--- src/verilog/pmd_pkg.sv ---
package pmd_pkg;

   // Register map (byte addresses, low address byte only)
   localparam int ADDR_WIDTH = 8;
   localparam logic [7:0] MODULE_DISABLE_ONE_OFFSET = 8'hC0;
   localparam logic [7:0] CLEAR_ALIAS_OFFSET = 8'hC4;
   localparam logic [7:0] SET_ALIAS_OFFSET = 8'hC8;
   localparam logic [7:0] INVERT_ALIAS_OFFSET = 8'hCC;
   localparam logic [7:0] CONFIG_CONTROL_ZERO_OFFSET = 8'hD0;
   localparam logic [7:0] ENABLE_STATUS_OFFSET = 8'hD4;

   // Fields
   localparam int LOCK_BIT = 0;
   localparam logic LOCK_RESET = 1'h0;
   localparam logic [31:0] MODULE_DISABLE_ONE_RESET = 32'h0000_0000;
   localparam logic [31:0] MODULE_DISABLE_ONE_MASK = 32'h2001_01DF;
   localparam logic [31:0] READ_ZERO = 32'h0000_0000;

   // Bit positions of the disable bits
   localparam int RADIO_15_4_DISABLE_BIT = 0;
   localparam int SHORT_RANGE_RADIO_DISABLE_BIT = 1;
   localparam int MID_POWER_AMP_DISABLE_BIT = 2;
   localparam int LOW_POWER_AMP_DISABLE_BIT = 3;
   localparam int SUPPLY_LEVEL_DETECT_DISABLE_BIT = 4;
   localparam int COMPARATOR_DISABLE_BIT = 6;
   localparam int CONVERTER_CTRL_DISABLE_BIT = 7;
   localparam int CONVERTER_CORE_DISABLE_BIT = 8;
   localparam int CALENDAR_COUNTER_DISABLE_BIT = 16;
   localparam int QUAD_SERIAL_DISABLE_BIT = 29;

   // Channel order: one gated peripheral per channel
   localparam int CHANNELS = 10;
   localparam int CHANNEL_BIT [CHANNELS] = '{
      RADIO_15_4_DISABLE_BIT, SHORT_RANGE_RADIO_DISABLE_BIT, MID_POWER_AMP_DISABLE_BIT,
      LOW_POWER_AMP_DISABLE_BIT, SUPPLY_LEVEL_DETECT_DISABLE_BIT, COMPARATOR_DISABLE_BIT,
      CONVERTER_CTRL_DISABLE_BIT, CONVERTER_CORE_DISABLE_BIT, CALENDAR_COUNTER_DISABLE_BIT,
      QUAD_SERIAL_DISABLE_BIT};
   // Channels that also carry an internal module enable: comparator, calendar, quad serial
   localparam logic [CHANNELS-1:0] HAS_MODULE_CTRL = 10'h320;
   localparam logic [CHANNELS-1:0] CHANNELS_ZERO = 10'h000;

   // Debug service unit, event system, access controller
   localparam int ALWAYS_ON_UNITS = 3;
   localparam logic [ALWAYS_ON_UNITS-1:0] ALWAYS_ON_VALUE = 3'h7;

   // AHB-Lite encodings
   localparam logic [1:0] HTRANS_NONSEQ = 2'h2;
   localparam logic HRESP_OKAY = 1'h0;
   localparam logic HREADY_ON = 1'h1;

   typedef enum logic [1:0] {
      ALIAS_DIRECT = 2'h0,
      ALIAS_CLEAR = 2'h1,
      ALIAS_SET = 2'h3,
      ALIAS_INVERT = 2'h2
   } alias_op_type;

endpackage

--- src/verilog/pmd_alias_update.sv ---
`timescale 1ns/1ns
module pmd_alias_update (
   input wire logic [31:0] old_value,
   input wire logic [31:0] write_data,
   input wire pmd_pkg::alias_op_type op,
   input wire logic write_enable,
   input wire logic locked,
   output logic [31:0] new_value
);

   always_comb begin
      new_value = old_value;
      if (write_enable && !locked) begin
         case (op)
            pmd_pkg::ALIAS_DIRECT: new_value = write_data;
            pmd_pkg::ALIAS_CLEAR: new_value = old_value & ~write_data;
            pmd_pkg::ALIAS_SET: new_value = old_value | write_data;
            pmd_pkg::ALIAS_INVERT: new_value = old_value ^ write_data;
            default: new_value = old_value;
         endcase
         // Unimplemented bits never store a one
         new_value = new_value & pmd_pkg::MODULE_DISABLE_ONE_MASK;
      end
   end

endmodule

--- src/verilog/pmd_channel.sv ---
`timescale 1ns/1ns
module pmd_channel #(
   parameter bit HAS_MODULE_CTRL = 1'b0
) (
   input wire logic hclk,
   input wire logic hresetn,
   input wire logic disable_bit,
   input wire logic module_enable,
   output logic bus_clock_enable,
   output logic gen_clock_enable,
   output logic reset_n,
   output logic visible,
   output logic enable_out
);

   logic next_bus_clock_enable;
   logic next_gen_clock_enable;
   logic next_reset_n;
   logic next_visible;
   logic next_enable_out;

   always_comb begin
      next_bus_clock_enable = !disable_bit;
      next_gen_clock_enable = !disable_bit;
      next_reset_n = !disable_bit;
      next_visible = !disable_bit;
      // Internal enable only matters where the module has one
      if (HAS_MODULE_CTRL) begin
         next_enable_out = !disable_bit && module_enable;
      end else begin
         next_enable_out = !disable_bit;
      end
   end

   // Peripheral stays in reset while the system reset is asserted
   always_ff @(posedge hclk or negedge hresetn) begin
      if (!hresetn) begin
         bus_clock_enable <= 1'b1;
         gen_clock_enable <= 1'b1;
         reset_n <= 1'b0;
         visible <= 1'b0;
         enable_out <= 1'b0;
      end else begin
         bus_clock_enable <= next_bus_clock_enable;
         gen_clock_enable <= next_gen_clock_enable;
         reset_n <= next_reset_n;
         visible <= next_visible;
         enable_out <= next_enable_out;
      end
   end

endmodule

--- src/verilog/peripheral_module_disable.sv ---
`timescale 1ns/1ns
// How it works
// - Disable bit at zero leaves the peripheral enabled and running as configured.
// - Disable bit at one hides the peripheral and holds it in reset.
// - With the lock bit set, writes to the disable registers are ignored.
// - Clear, set and invert aliases sit at offsets 0x4, 0x8, 0xC.
// - A set disable bit stops both bus clock and generic clock.
// - Effective enable is disable bit zero, AND module enable one where the peripheral has one.
// - Comparator, calendar and quad serial need both; either alone disables.
// - Debug service, event system, access controller are always enabled.
// - Disable bit map: radios 0-1, amps 2-3, detect 4, comparator 6, converter 7-8.
// - Lock bit is one-way: only a reset clears it.
module peripheral_module_disable (
   input wire logic hclk,
   input wire logic hresetn,
   input wire logic hsel,
   input wire logic [31:0] haddr,
   input wire logic [1:0] htrans,
   input wire logic hwrite,
   input wire logic [2:0] hsize,
   input wire logic [31:0] hwdata,
   input wire logic hready,
   output logic hreadyout,
   output logic [31:0] hrdata,
   output logic hresp,
   input wire logic [pmd_pkg::CHANNELS-1:0] module_enable,
   output logic [pmd_pkg::CHANNELS-1:0] peripheral_bus_clock_enable,
   output logic [pmd_pkg::CHANNELS-1:0] generic_clock_enable,
   output logic [pmd_pkg::CHANNELS-1:0] peripheral_reset_n,
   output logic [pmd_pkg::CHANNELS-1:0] peripheral_visible,
   output logic [pmd_pkg::CHANNELS-1:0] effective_enable,
   output logic [pmd_pkg::ALWAYS_ON_UNITS-1:0] always_enabled,
   output logic disable_reg_write_lock
);

   logic [31:0] module_disable_one;
   logic [31:0] next_module_disable_one;
   logic next_disable_reg_write_lock;
   logic data_write;
   logic next_data_write;
   logic [pmd_pkg::ADDR_WIDTH-1:0] data_addr;
   logic [pmd_pkg::ADDR_WIDTH-1:0] next_data_addr;
   logic [31:0] next_hrdata;
   logic next_hreadyout;
   logic next_hresp;
   logic [pmd_pkg::ALWAYS_ON_UNITS-1:0] next_always_enabled;
   logic address_phase;
   logic disable_hit;
   pmd_pkg::alias_op_type write_op;
   logic [pmd_pkg::CHANNELS-1:0] channel_disable;
   logic [pmd_pkg::ADDR_WIDTH-1:0] read_addr;

   // Bus address phase and data-phase capture
   always_comb begin
      address_phase = hsel && htrans[1] && hready;
      read_addr = haddr[pmd_pkg::ADDR_WIDTH-1:0];
      next_data_write = address_phase && hwrite;
      next_data_addr = data_addr;
      if (address_phase) begin
         next_data_addr = haddr[pmd_pkg::ADDR_WIDTH-1:0];
      end
      // No wait states: the slave is always ready and always answers OKAY
      next_hreadyout = pmd_pkg::HREADY_ON;
      next_hresp = pmd_pkg::HRESP_OKAY;
   end

   // Decode of the disable register and its three aliases
   always_comb begin
      disable_hit = 1'b1;
      write_op = pmd_pkg::ALIAS_DIRECT;
      case (data_addr)
         pmd_pkg::MODULE_DISABLE_ONE_OFFSET: begin
            write_op = pmd_pkg::ALIAS_DIRECT;
         end
         pmd_pkg::CLEAR_ALIAS_OFFSET: begin
            write_op = pmd_pkg::ALIAS_CLEAR;
         end
         pmd_pkg::SET_ALIAS_OFFSET: begin
            write_op = pmd_pkg::ALIAS_SET;
         end
         pmd_pkg::INVERT_ALIAS_OFFSET: begin
            write_op = pmd_pkg::ALIAS_INVERT;
         end
         default: begin
            disable_hit = 1'b0;
         end
      endcase
   end

   pmd_alias_update u_alias_update (
      .old_value(module_disable_one),
      .write_data(hwdata),
      .op(write_op),
      .write_enable(data_write && disable_hit),
      .locked(disable_reg_write_lock),
      .new_value(next_module_disable_one)
   );

   // Lock can only be set by software; reset is the only way back
   always_comb begin
      next_disable_reg_write_lock = disable_reg_write_lock;
      if (data_write && data_addr == pmd_pkg::CONFIG_CONTROL_ZERO_OFFSET && hwdata[pmd_pkg::LOCK_BIT]) begin
         next_disable_reg_write_lock = 1'b1;
      end
   end

   // Disable and lock read data come from the next values so a write just landing is seen; status reads the current enables
   always_comb begin
      next_hrdata = pmd_pkg::READ_ZERO;
      if (address_phase && !hwrite) begin
         case (read_addr)
            pmd_pkg::MODULE_DISABLE_ONE_OFFSET: begin
               next_hrdata = next_module_disable_one;
            end
            pmd_pkg::CONFIG_CONTROL_ZERO_OFFSET: begin
               next_hrdata[pmd_pkg::LOCK_BIT] = next_disable_reg_write_lock;
            end
            pmd_pkg::ENABLE_STATUS_OFFSET: begin
               next_hrdata[pmd_pkg::CHANNELS-1:0] = effective_enable;
            end
            default: begin
               next_hrdata = pmd_pkg::READ_ZERO;
            end
         endcase
      end
   end

   always_ff @(posedge hclk or negedge hresetn) begin
      if (!hresetn) begin
         module_disable_one <= pmd_pkg::MODULE_DISABLE_ONE_RESET;
         disable_reg_write_lock <= pmd_pkg::LOCK_RESET;
         data_write <= 1'b0;
         data_addr <= '0;
         hrdata <= pmd_pkg::READ_ZERO;
         hreadyout <= pmd_pkg::HREADY_ON;
         hresp <= pmd_pkg::HRESP_OKAY;
      end else begin
         module_disable_one <= next_module_disable_one;
         disable_reg_write_lock <= next_disable_reg_write_lock;
         data_write <= next_data_write;
         data_addr <= next_data_addr;
         hrdata <= next_hrdata;
         hreadyout <= next_hreadyout;
         hresp <= next_hresp;
      end
   end

   // One gate per peripheral, picked out of the disable register by bit position
   generate
      for (genvar i = 0; i < pmd_pkg::CHANNELS; i++) begin : g_channel
         assign channel_disable[i] = module_disable_one[pmd_pkg::CHANNEL_BIT[i]];
         pmd_channel #(
            .HAS_MODULE_CTRL(pmd_pkg::HAS_MODULE_CTRL[i])
         ) u_channel (
            .hclk(hclk),
            .hresetn(hresetn),
            .disable_bit(channel_disable[i]),
            .module_enable(module_enable[i]),
            .bus_clock_enable(peripheral_bus_clock_enable[i]),
            .gen_clock_enable(generic_clock_enable[i]),
            .reset_n(peripheral_reset_n[i]),
            .visible(peripheral_visible[i]),
            .enable_out(effective_enable[i])
         );
      end
   endgenerate

   // These units have no disable bit and no module enable at all
   always_comb begin
      next_always_enabled = pmd_pkg::ALWAYS_ON_VALUE;
   end

   always_ff @(posedge hclk or negedge hresetn) begin
      if (!hresetn) begin
         always_enabled <= pmd_pkg::ALWAYS_ON_VALUE;
      end else begin
         always_enabled <= next_always_enabled;
      end
   end
endmodule

--- config.mk ---
export PLATFORM = sky130hd
export DESIGN_NAME = peripheral_module_disable
export DESIGN_NICKNAME = d
export VERILOG_FILES = /design/src/verilog/pmd_pkg.sv /design/src/verilog/pmd_alias_update.sv /design/src/verilog/pmd_channel.sv /design/src/verilog/peripheral_module_disable.sv
export SDC_FILE = /design/constraint.sdc
export NUM_CORES = 1
export LEC_CHECK = 0
export ABC_AREA = 1
export BUFFER_PORTS_ARGS = -buffer_cell sky130_fd_sc_hd__buf_2
export CAP_MARGIN = 20
export CORE_ASPECT_RATIO = 1.1
export CORE_MARGIN = 1.5
export CORE_UTILIZATION = 39
export CTS_CLUSTER_DIAMETER = 30
export DETAILED_ROUTE_END_ITERATION = 16
export GPL_ROUTABILITY_DRIVEN = 1
export PLACE_DENSITY = 0.68
export SLEW_MARGIN = 15
export SYNTH_ARGS = -nofsm -noshare
export SYNTH_HDL_FRONTEND = slang
export SYNTH_HIERARCHICAL = 1
export SYNTH_SLANG_ARGS = --single-unit
--- constraint.sdc ---
create_clock -name hclk -period 3.34 [get_ports hclk]
set_input_delay 0.501 -clock hclk [delete_from_list [all_inputs] [get_ports hclk]]
set_output_delay 0.501 -clock hclk [all_outputs]
set_load 0.01 [all_outputs]
## Word level (Yosys, flattened, before mapping)

Index checks and enable logic that the tools add are counted.

| operators by class | value |
|---|---|
| bitwise gates (word level) | 4 |
| reduce and logical (&&, ||, !) cells | 25 |
| muxes and demuxes | 9 |
| magnitude comparators | 0 |
| add/subtract/negate cells | 0 |
| equality and inequality tests | 11 |
| multiply operators | 0 |
| div/mod/pow operators | 0 |
| shift operators | 0 |

Operators by type and width:

| kind | count |
|---|---|
| $pmux 30 s4 | 1 |
| $eq 8x8->1 const B | 8 |
| $mux 32 | 2 |
| $and 30x30->30 | 1 |
| $not 30->30 | 1 |
| $or 30x30->30 | 1 |
| $xor 30x30->30 | 1 |
| $mux 22 | 1 |
| $pmux 9 s2 | 1 |
| $logic_not 1->1 | 12 |
| $logic_and 1x1->1 | 11 |
| $pmux 2 s3 | 1 |
| $eq 2x2->1 const B | 2 |
| $reduce_or 4->1 | 1 |
| $pmux 1 s3 | 1 |
| $eq 2x1->1 const B | 1 |
| $logic_not 2->1 | 1 |
| $mux 1 | 2 |

| storage, ports and cells | value |
|---|---|
| memories kept | 0 |
| latch bits | 0 |
| memory bits (read-only) | 0 |
| word-level logic and storage cells | 77 |
| bits in writable memories | 0 |
| bits of input ports | 84 |
| register bits after elaboration | 97 |

## Longest topological paths before layout

| depth | value |
|---|---|
| depth after elaboration | 8 |
| gate-level depth with buffers | 16 |

## Cells and area by module

Netlist, hierarchy kept.

By module, submodules not included:

| module | area each (µm²) | instances | cells each |
|---|---|---|---|
| peripheral_module_disable | 2583.7 | 1 | 228 |
| pmd_alias_update | 1007.2 | 1 | 191 |
| pmd_channel (g_channel[0].u_channel ...) | 77.6 | 7 | 6 |
| pmd_channel (g_channel[5].u_channel ...) | 105.1 | 3 | 8 |

## Worst setup path before layout

OpenSTA, ideal clock, no wires.

| path | value |
|---|---|
| kind | reg2reg |
| start point | register data_addr[1] (netlist name) |
| end point | register hrdata[0] |
| stages on the path, launching flop included | 16 |
| library setup time | 73 ps |
| buffers on the path | 1 |
| period minus slack after synthesis | 1822 ps |
| required time | 3267 ps |
| slack | 1518 ps |
| arrival | 1749 ps |
| cell sequence | dfrtp_1 > or2_0 > nor2_1 > nand2_1 > nor2_1 > buf_4 > nand2_1 > inv_2 > nand2_1 > nand3_1 > nand2_1 > nand2_1 > nand3_2 > nand2_1 > inv_2 > a21oi_2 |

| on the way | value |
|---|---|
| elaborated cells between the ends (all ways) | 21 |
| those cells by class | eq/ne: 8; mux: 7; reduce/logical: 6 |

RTL lines:

| what | line | text |
|---|---|---|
| start, declared | peripheral_module_disable.sv:41 | `logic [pmd_pkg::ADDR_WIDTH-1:0] data_addr;` |
| start signal, assigned | peripheral_module_disable.sv:141 | `data_addr <= next_data_addr;` |
| $eq 8x8->1 | peripheral_module_disable.sv:71 | `case (data_addr)` |
| $pmux 2 s3 (*) | peripheral_module_disable.sv:71 |  |
| named net write_op[0] | peripheral_module_disable.sv:49 | `pmd_pkg::alias_op_type write_op;` |
| $eq 2x2->1 (tied with other cells) | pmd_alias_update.sv:14 | `case (op)` |
| $pmux 30 s4 (*) | pmd_alias_update.sv:14 |  |
| $mux 32 (*) | pmd_alias_update.sv:13 | `if (write_enable && !locked) begin` |
| named net next_module_disable_one[0] | peripheral_module_disable.sv:37 | `logic [31:0] next_module_disable_one;` |
| $pmux 1 s3 (*) | peripheral_module_disable.sv:111 | `case (read_addr)` |
| $mux 32 (*) | peripheral_module_disable.sv:110 | `if (address_phase && !hwrite) begin` |
| named net next_hrdata[0] | peripheral_module_disable.sv:43 | `logic [31:0] next_hrdata;` |
| end signal, assigned | peripheral_module_disable.sv:134 | `hrdata <= pmd_pkg::READ_ZERO;` |
| end signal, assigned | peripheral_module_disable.sv:142 | `hrdata <= next_hrdata;` |
| end, declared | peripheral_module_disable.sv:24 | `output logic [31:0] hrdata,` |

The timed path passes the listed nets; every way through them passes the cells marked *.
A chain may end at the register's enable or synchronous reset.

## Final worst setup path

| path | value |
|---|---|
| start point | register data_addr[1] (netlist name) |
| end point | register hrdata[9] |

| on the way | value |
|---|---|
| cells in the longest elaborated chain, start to end | 8 |
| elaborated cells between the ends (all ways) | 11 |
| those cells by class | eq/ne: 4; mux: 4; reduce/logical: 3 |

RTL lines:

| what | line | text |
|---|---|---|
| $eq 8x8->1 | peripheral_module_disable.sv:71 |  |
| $reduce_or 4->1 (no line) (*) | - |  |
| $mux 1 (*) | peripheral_module_disable.sv:71 |  |
| $logic_and 1x1->1 (*) | peripheral_module_disable.sv:94 | `.write_enable(data_write && disable_hit),` |
| $logic_and 1x1->1 (*) | pmd_alias_update.sv:13 |  |
| $mux 32 (*) | pmd_alias_update.sv:13 |  |
| named net next_module_disable_one[9] | peripheral_module_disable.sv:37 |  |
| $pmux 9 s2 (*) | peripheral_module_disable.sv:111 |  |
| $mux 32 (*) | peripheral_module_disable.sv:110 |  |
| named net next_hrdata[9] | peripheral_module_disable.sv:43 |  |

Marked as above.

==> results by group <==
Logic synthesis
  • Yosys reg bits: 97
  • Synth top area cells: dfrtp_1 (49%), nand2_1 (7.0%), inv_1 (6.6%)
  • Post-synth cell types: 23
  • Mapped Area: between 0.004 and 0.005 mm2
  • Warnings from Yosys: 6
  • Share of the synthesized area in the top cell type: 0.4893
  • Synth Area per Inst: 9.174 um2
  • Share of the yosys chip area belonging to registers: 0.5484
  • Area leader, netlist: dfrtp_1
  • Synthesized netlist cell count: around 490

Critical path
  • Startpoint Class: flip-flop
  • Max FO, Critical Path: 22
  • CP startpoint: data_addr[1]
  • Crit-path cells: or2_0, nor2_1, nand2_1, nor2_1, nand2_1, inv_2, nor2_1, nand3_1, a21oi_1
  • Critical path required time: 3.55 ns
  • Crit path max-delay family: simple AND/OR/NAND/NOR gates
  • Critical Setup Path Class: reg2reg
  • Crit path buf inv count: 1
  • CP peak stage delay: roughly 0.52 ns
  • CP max stage cell: inv_2
  • Reg2Reg Launch Point: data_addr[1]
  • CP arrival: 2.56 ns
  • CP endpoint kind: flip-flop
  • Most used cell, CP: nor2_1

Power
  • Sw Share: 0.2233
  • Clk pwr share: 0.434
  • Switching pwr: 0.5200 mW
  • Comb pwr share: 0.051
  • Peak supply drop: between 0.15 and 0.2 mV
  • Leakage Power: 2.850 nW
  • Pint: 1.808 mW
  • PwrDens: 450.5 mW/mm2
  • Sequential share of power: 0.515

Detailed routing
  • M1 wire length: about 3800 um
  • Via count: between 3000 and 4000
  • First-pass iteration count of the detailed router: 4
  • Routed Wire Length: a little under 9000 um
  • WL per Instance: approximately 12 um
  • Met3 routed WL: 477 um
  • Top sig layer: met4
  • DRT iter0 DRCs: about 160
  • DRC: 0
  • WL met2: around 4300 um
  • DR vias/cell: between 4 and 5
  • DRT antenna net count: 0

Cells and area
  • Commonest non-fill, non-tap cell in the layout: buf_2
  • Area growth, synth to finish: 16.14%
  • Finished Layout Cells: about 720
  • Most frequent cells in the layout: buf_2 (108), dfrtp_1 (87), nand2_1 (83)
  • Ratio of cells with drive above 1 in the final layout: 0.2852
  • Final Util: 0.4693
  • Antenna cells: 0
  • # nets final: between 600 and 700

Clocking
  • H-Tree Depth: 3
  • Clock buffer depth: 2
  • CTS root buffer: clkbuf_16
  • Clock-pin slew on the worst setup and hold paths: ~0.070 ns
  • CTS tree: yes
  • CTS Buf Count: 9
  • Clock sink total: 97
  • Post-CTS Setup Inserts: 0
  • Latest clock arrival within the worst-skew pair: 0.34 ns
  • Post-CTS Resized: 0
  • Hold Buf Count CTS: 0

Die
  • # IOs: approximately 170
  • Die height: roughly 120 um
  • Rows: 40
  • Core ar.: 0.01101 mm2
  • Starting density of the core: 0.4041
  • Die Area: 0.01206 mm2
  • Die W: between 100 and 150 um

Placement
  • IO buf count: 109
  • Final Wtd Congestion: 0.7508
  • Final HPWL DP: approximately 5900 um
  • Placed Cells incl. Taps: roughly 700

Timing
  • Slew headroom: 0.4910
  • Final min period: about 2.3 ns
  • Worst-margin pin slew: ~0.76 ns
  • Final setup vio count: 0
  • Setup_tns: 0 ns
  • Final Max Tran Viols: 0
  • Worst Skew: 0.005216 ns
  • Period utilization: 0.7033
  • Fmax: around 430 MHz
  • Final Hold Fails: 0
  • RSZ-0062 raised after global routing: false

Outcome
  • Status: completed

Job
  • Max-cap viol count: 0

Global routing
  • Vias in the first global route: 3104
  • Initial antenna violation count: 0
  • Aggregate global routing overflow: 0
  • First-pass GRT wire length: about 14000 um
  • GRT Total Usage: 0.1518
  • Pin count of the biggest net entering global routing: between 80 and 90

Hold path
  • Hold crit path type: in2async
-- worst reg2reg max path, delay by kind of cell, from the launching register on --
kind | cells | cell delay (ns)
buffers and inverters | 1 | 0.52
flip-flops | 1 | 0.37
AND/OR/NAND/NOR | 7 | 1.27
AO/OA/AOI/OAI | 1 | 0.07
-- metal layers --
metal | vias to the layer above | global-route usage
li1 | 1589 | -
met1 | 1499 | 0.1852
met2 | 108 | 0.2593
met3 | 12 | 0.03175
met4 | 0 | 0.07123
met5 | - | 0
-- cell families after synthesis --
kind of cell             Yosys count  synth area share
buffers and inverters            135            0.1547
AO/OA/AOI/OAI                     36           0.04696
AND/OR/NAND/NOR                  195            0.1921
adder cells (fa/ha/maj)           20           0.05624
flip-flops                        97            0.5484
other                              2          0.001688
-- cell usage after synthesis (all sizes together) --
library cell and number:
conb 2, clkbuf 3, ha 20, nand3 50, and2 1, dfstp 10, a21oi 20, or2 1
dfrtp 87, nand2 84, o21bai 10, nor2 59, inv 86, o21ai 6, buf 46
-- sequential cells by signal, indices dropped and copies added, names as in the netlist --
signal and cells:
hrdata 32, g_channel.u_channel/visible 7, g_channel.u_channel/reset_n 3, module_disable_one 32, g_channel.u_channel/gen_clock_enable 10, disable_reg_write_lock 1
g_channel.u_channel/enable_out 3, data_write 1, data_addr 8
-- cell type report --
| cell class | count | area [um2] |
|---|---|---|
| Clock buffer | 9 | 225.2 |
| Clock inverter | 7 | 70.07 |
| Fill cell | 1100 | 5843 |
| Inverter | 86 | 322.8 |
| Multi-Input combinational cell | 256 | 1335 |
| Sequential cell | 97 | 2440 |
| Tap cell | 147 | 183.9 |
| Timing Repair Buffer | 113 | 590.6 |
-- power groups by stage --
stage | combinational, mW | clock [mW] | sequential (mW)
floorplan | 0.0683 | 0 | 1.22
global route | 0.137 | 1.09 | 1.20
CTS | 0.118 | 1.05 | 1.20
detailed placement | 0.117 | 0 | 1.22
finish | 0.118 | 1.01 | 1.20
global placement | 0.112 | 0 | 1.22
-- through the flow --
step	hold slack (ns)	worst slack (ns)	power [mW]	instance area [um2]
floorplan	0.2054	1.518	1.288	4461
global placement	0.4410	1.058	1.333	4852
detailed placement	0.4554	0.9775	1.339	4852
CTS	0.3538	0.9651	2.366	5147
global route	0.1685	0.7504	2.430	5167
finish	0.1369	0.9911	2.328	5167
-- path summary, 6_finish.rpt --
kind	endpoint	slack, ns	depth (start not counted)
worst max-delay path	hrdata[9]	0.99	9
worst min-delay path	g_channel[4].u_channel/visible	0.14	1
worst max register to register	hrdata[9]	0.99	9
worst min register to register	g_channel[3].u_channel/gen_clock_enable	0.46	1
max in group asynchronous	g_channel[8].u_channel/gen_clock_enable	2.53	2
min in group hclk	g_channel[8].u_channel/enable_out	0.37	3
Note: power is estimated with default switching activity, not from simulation.
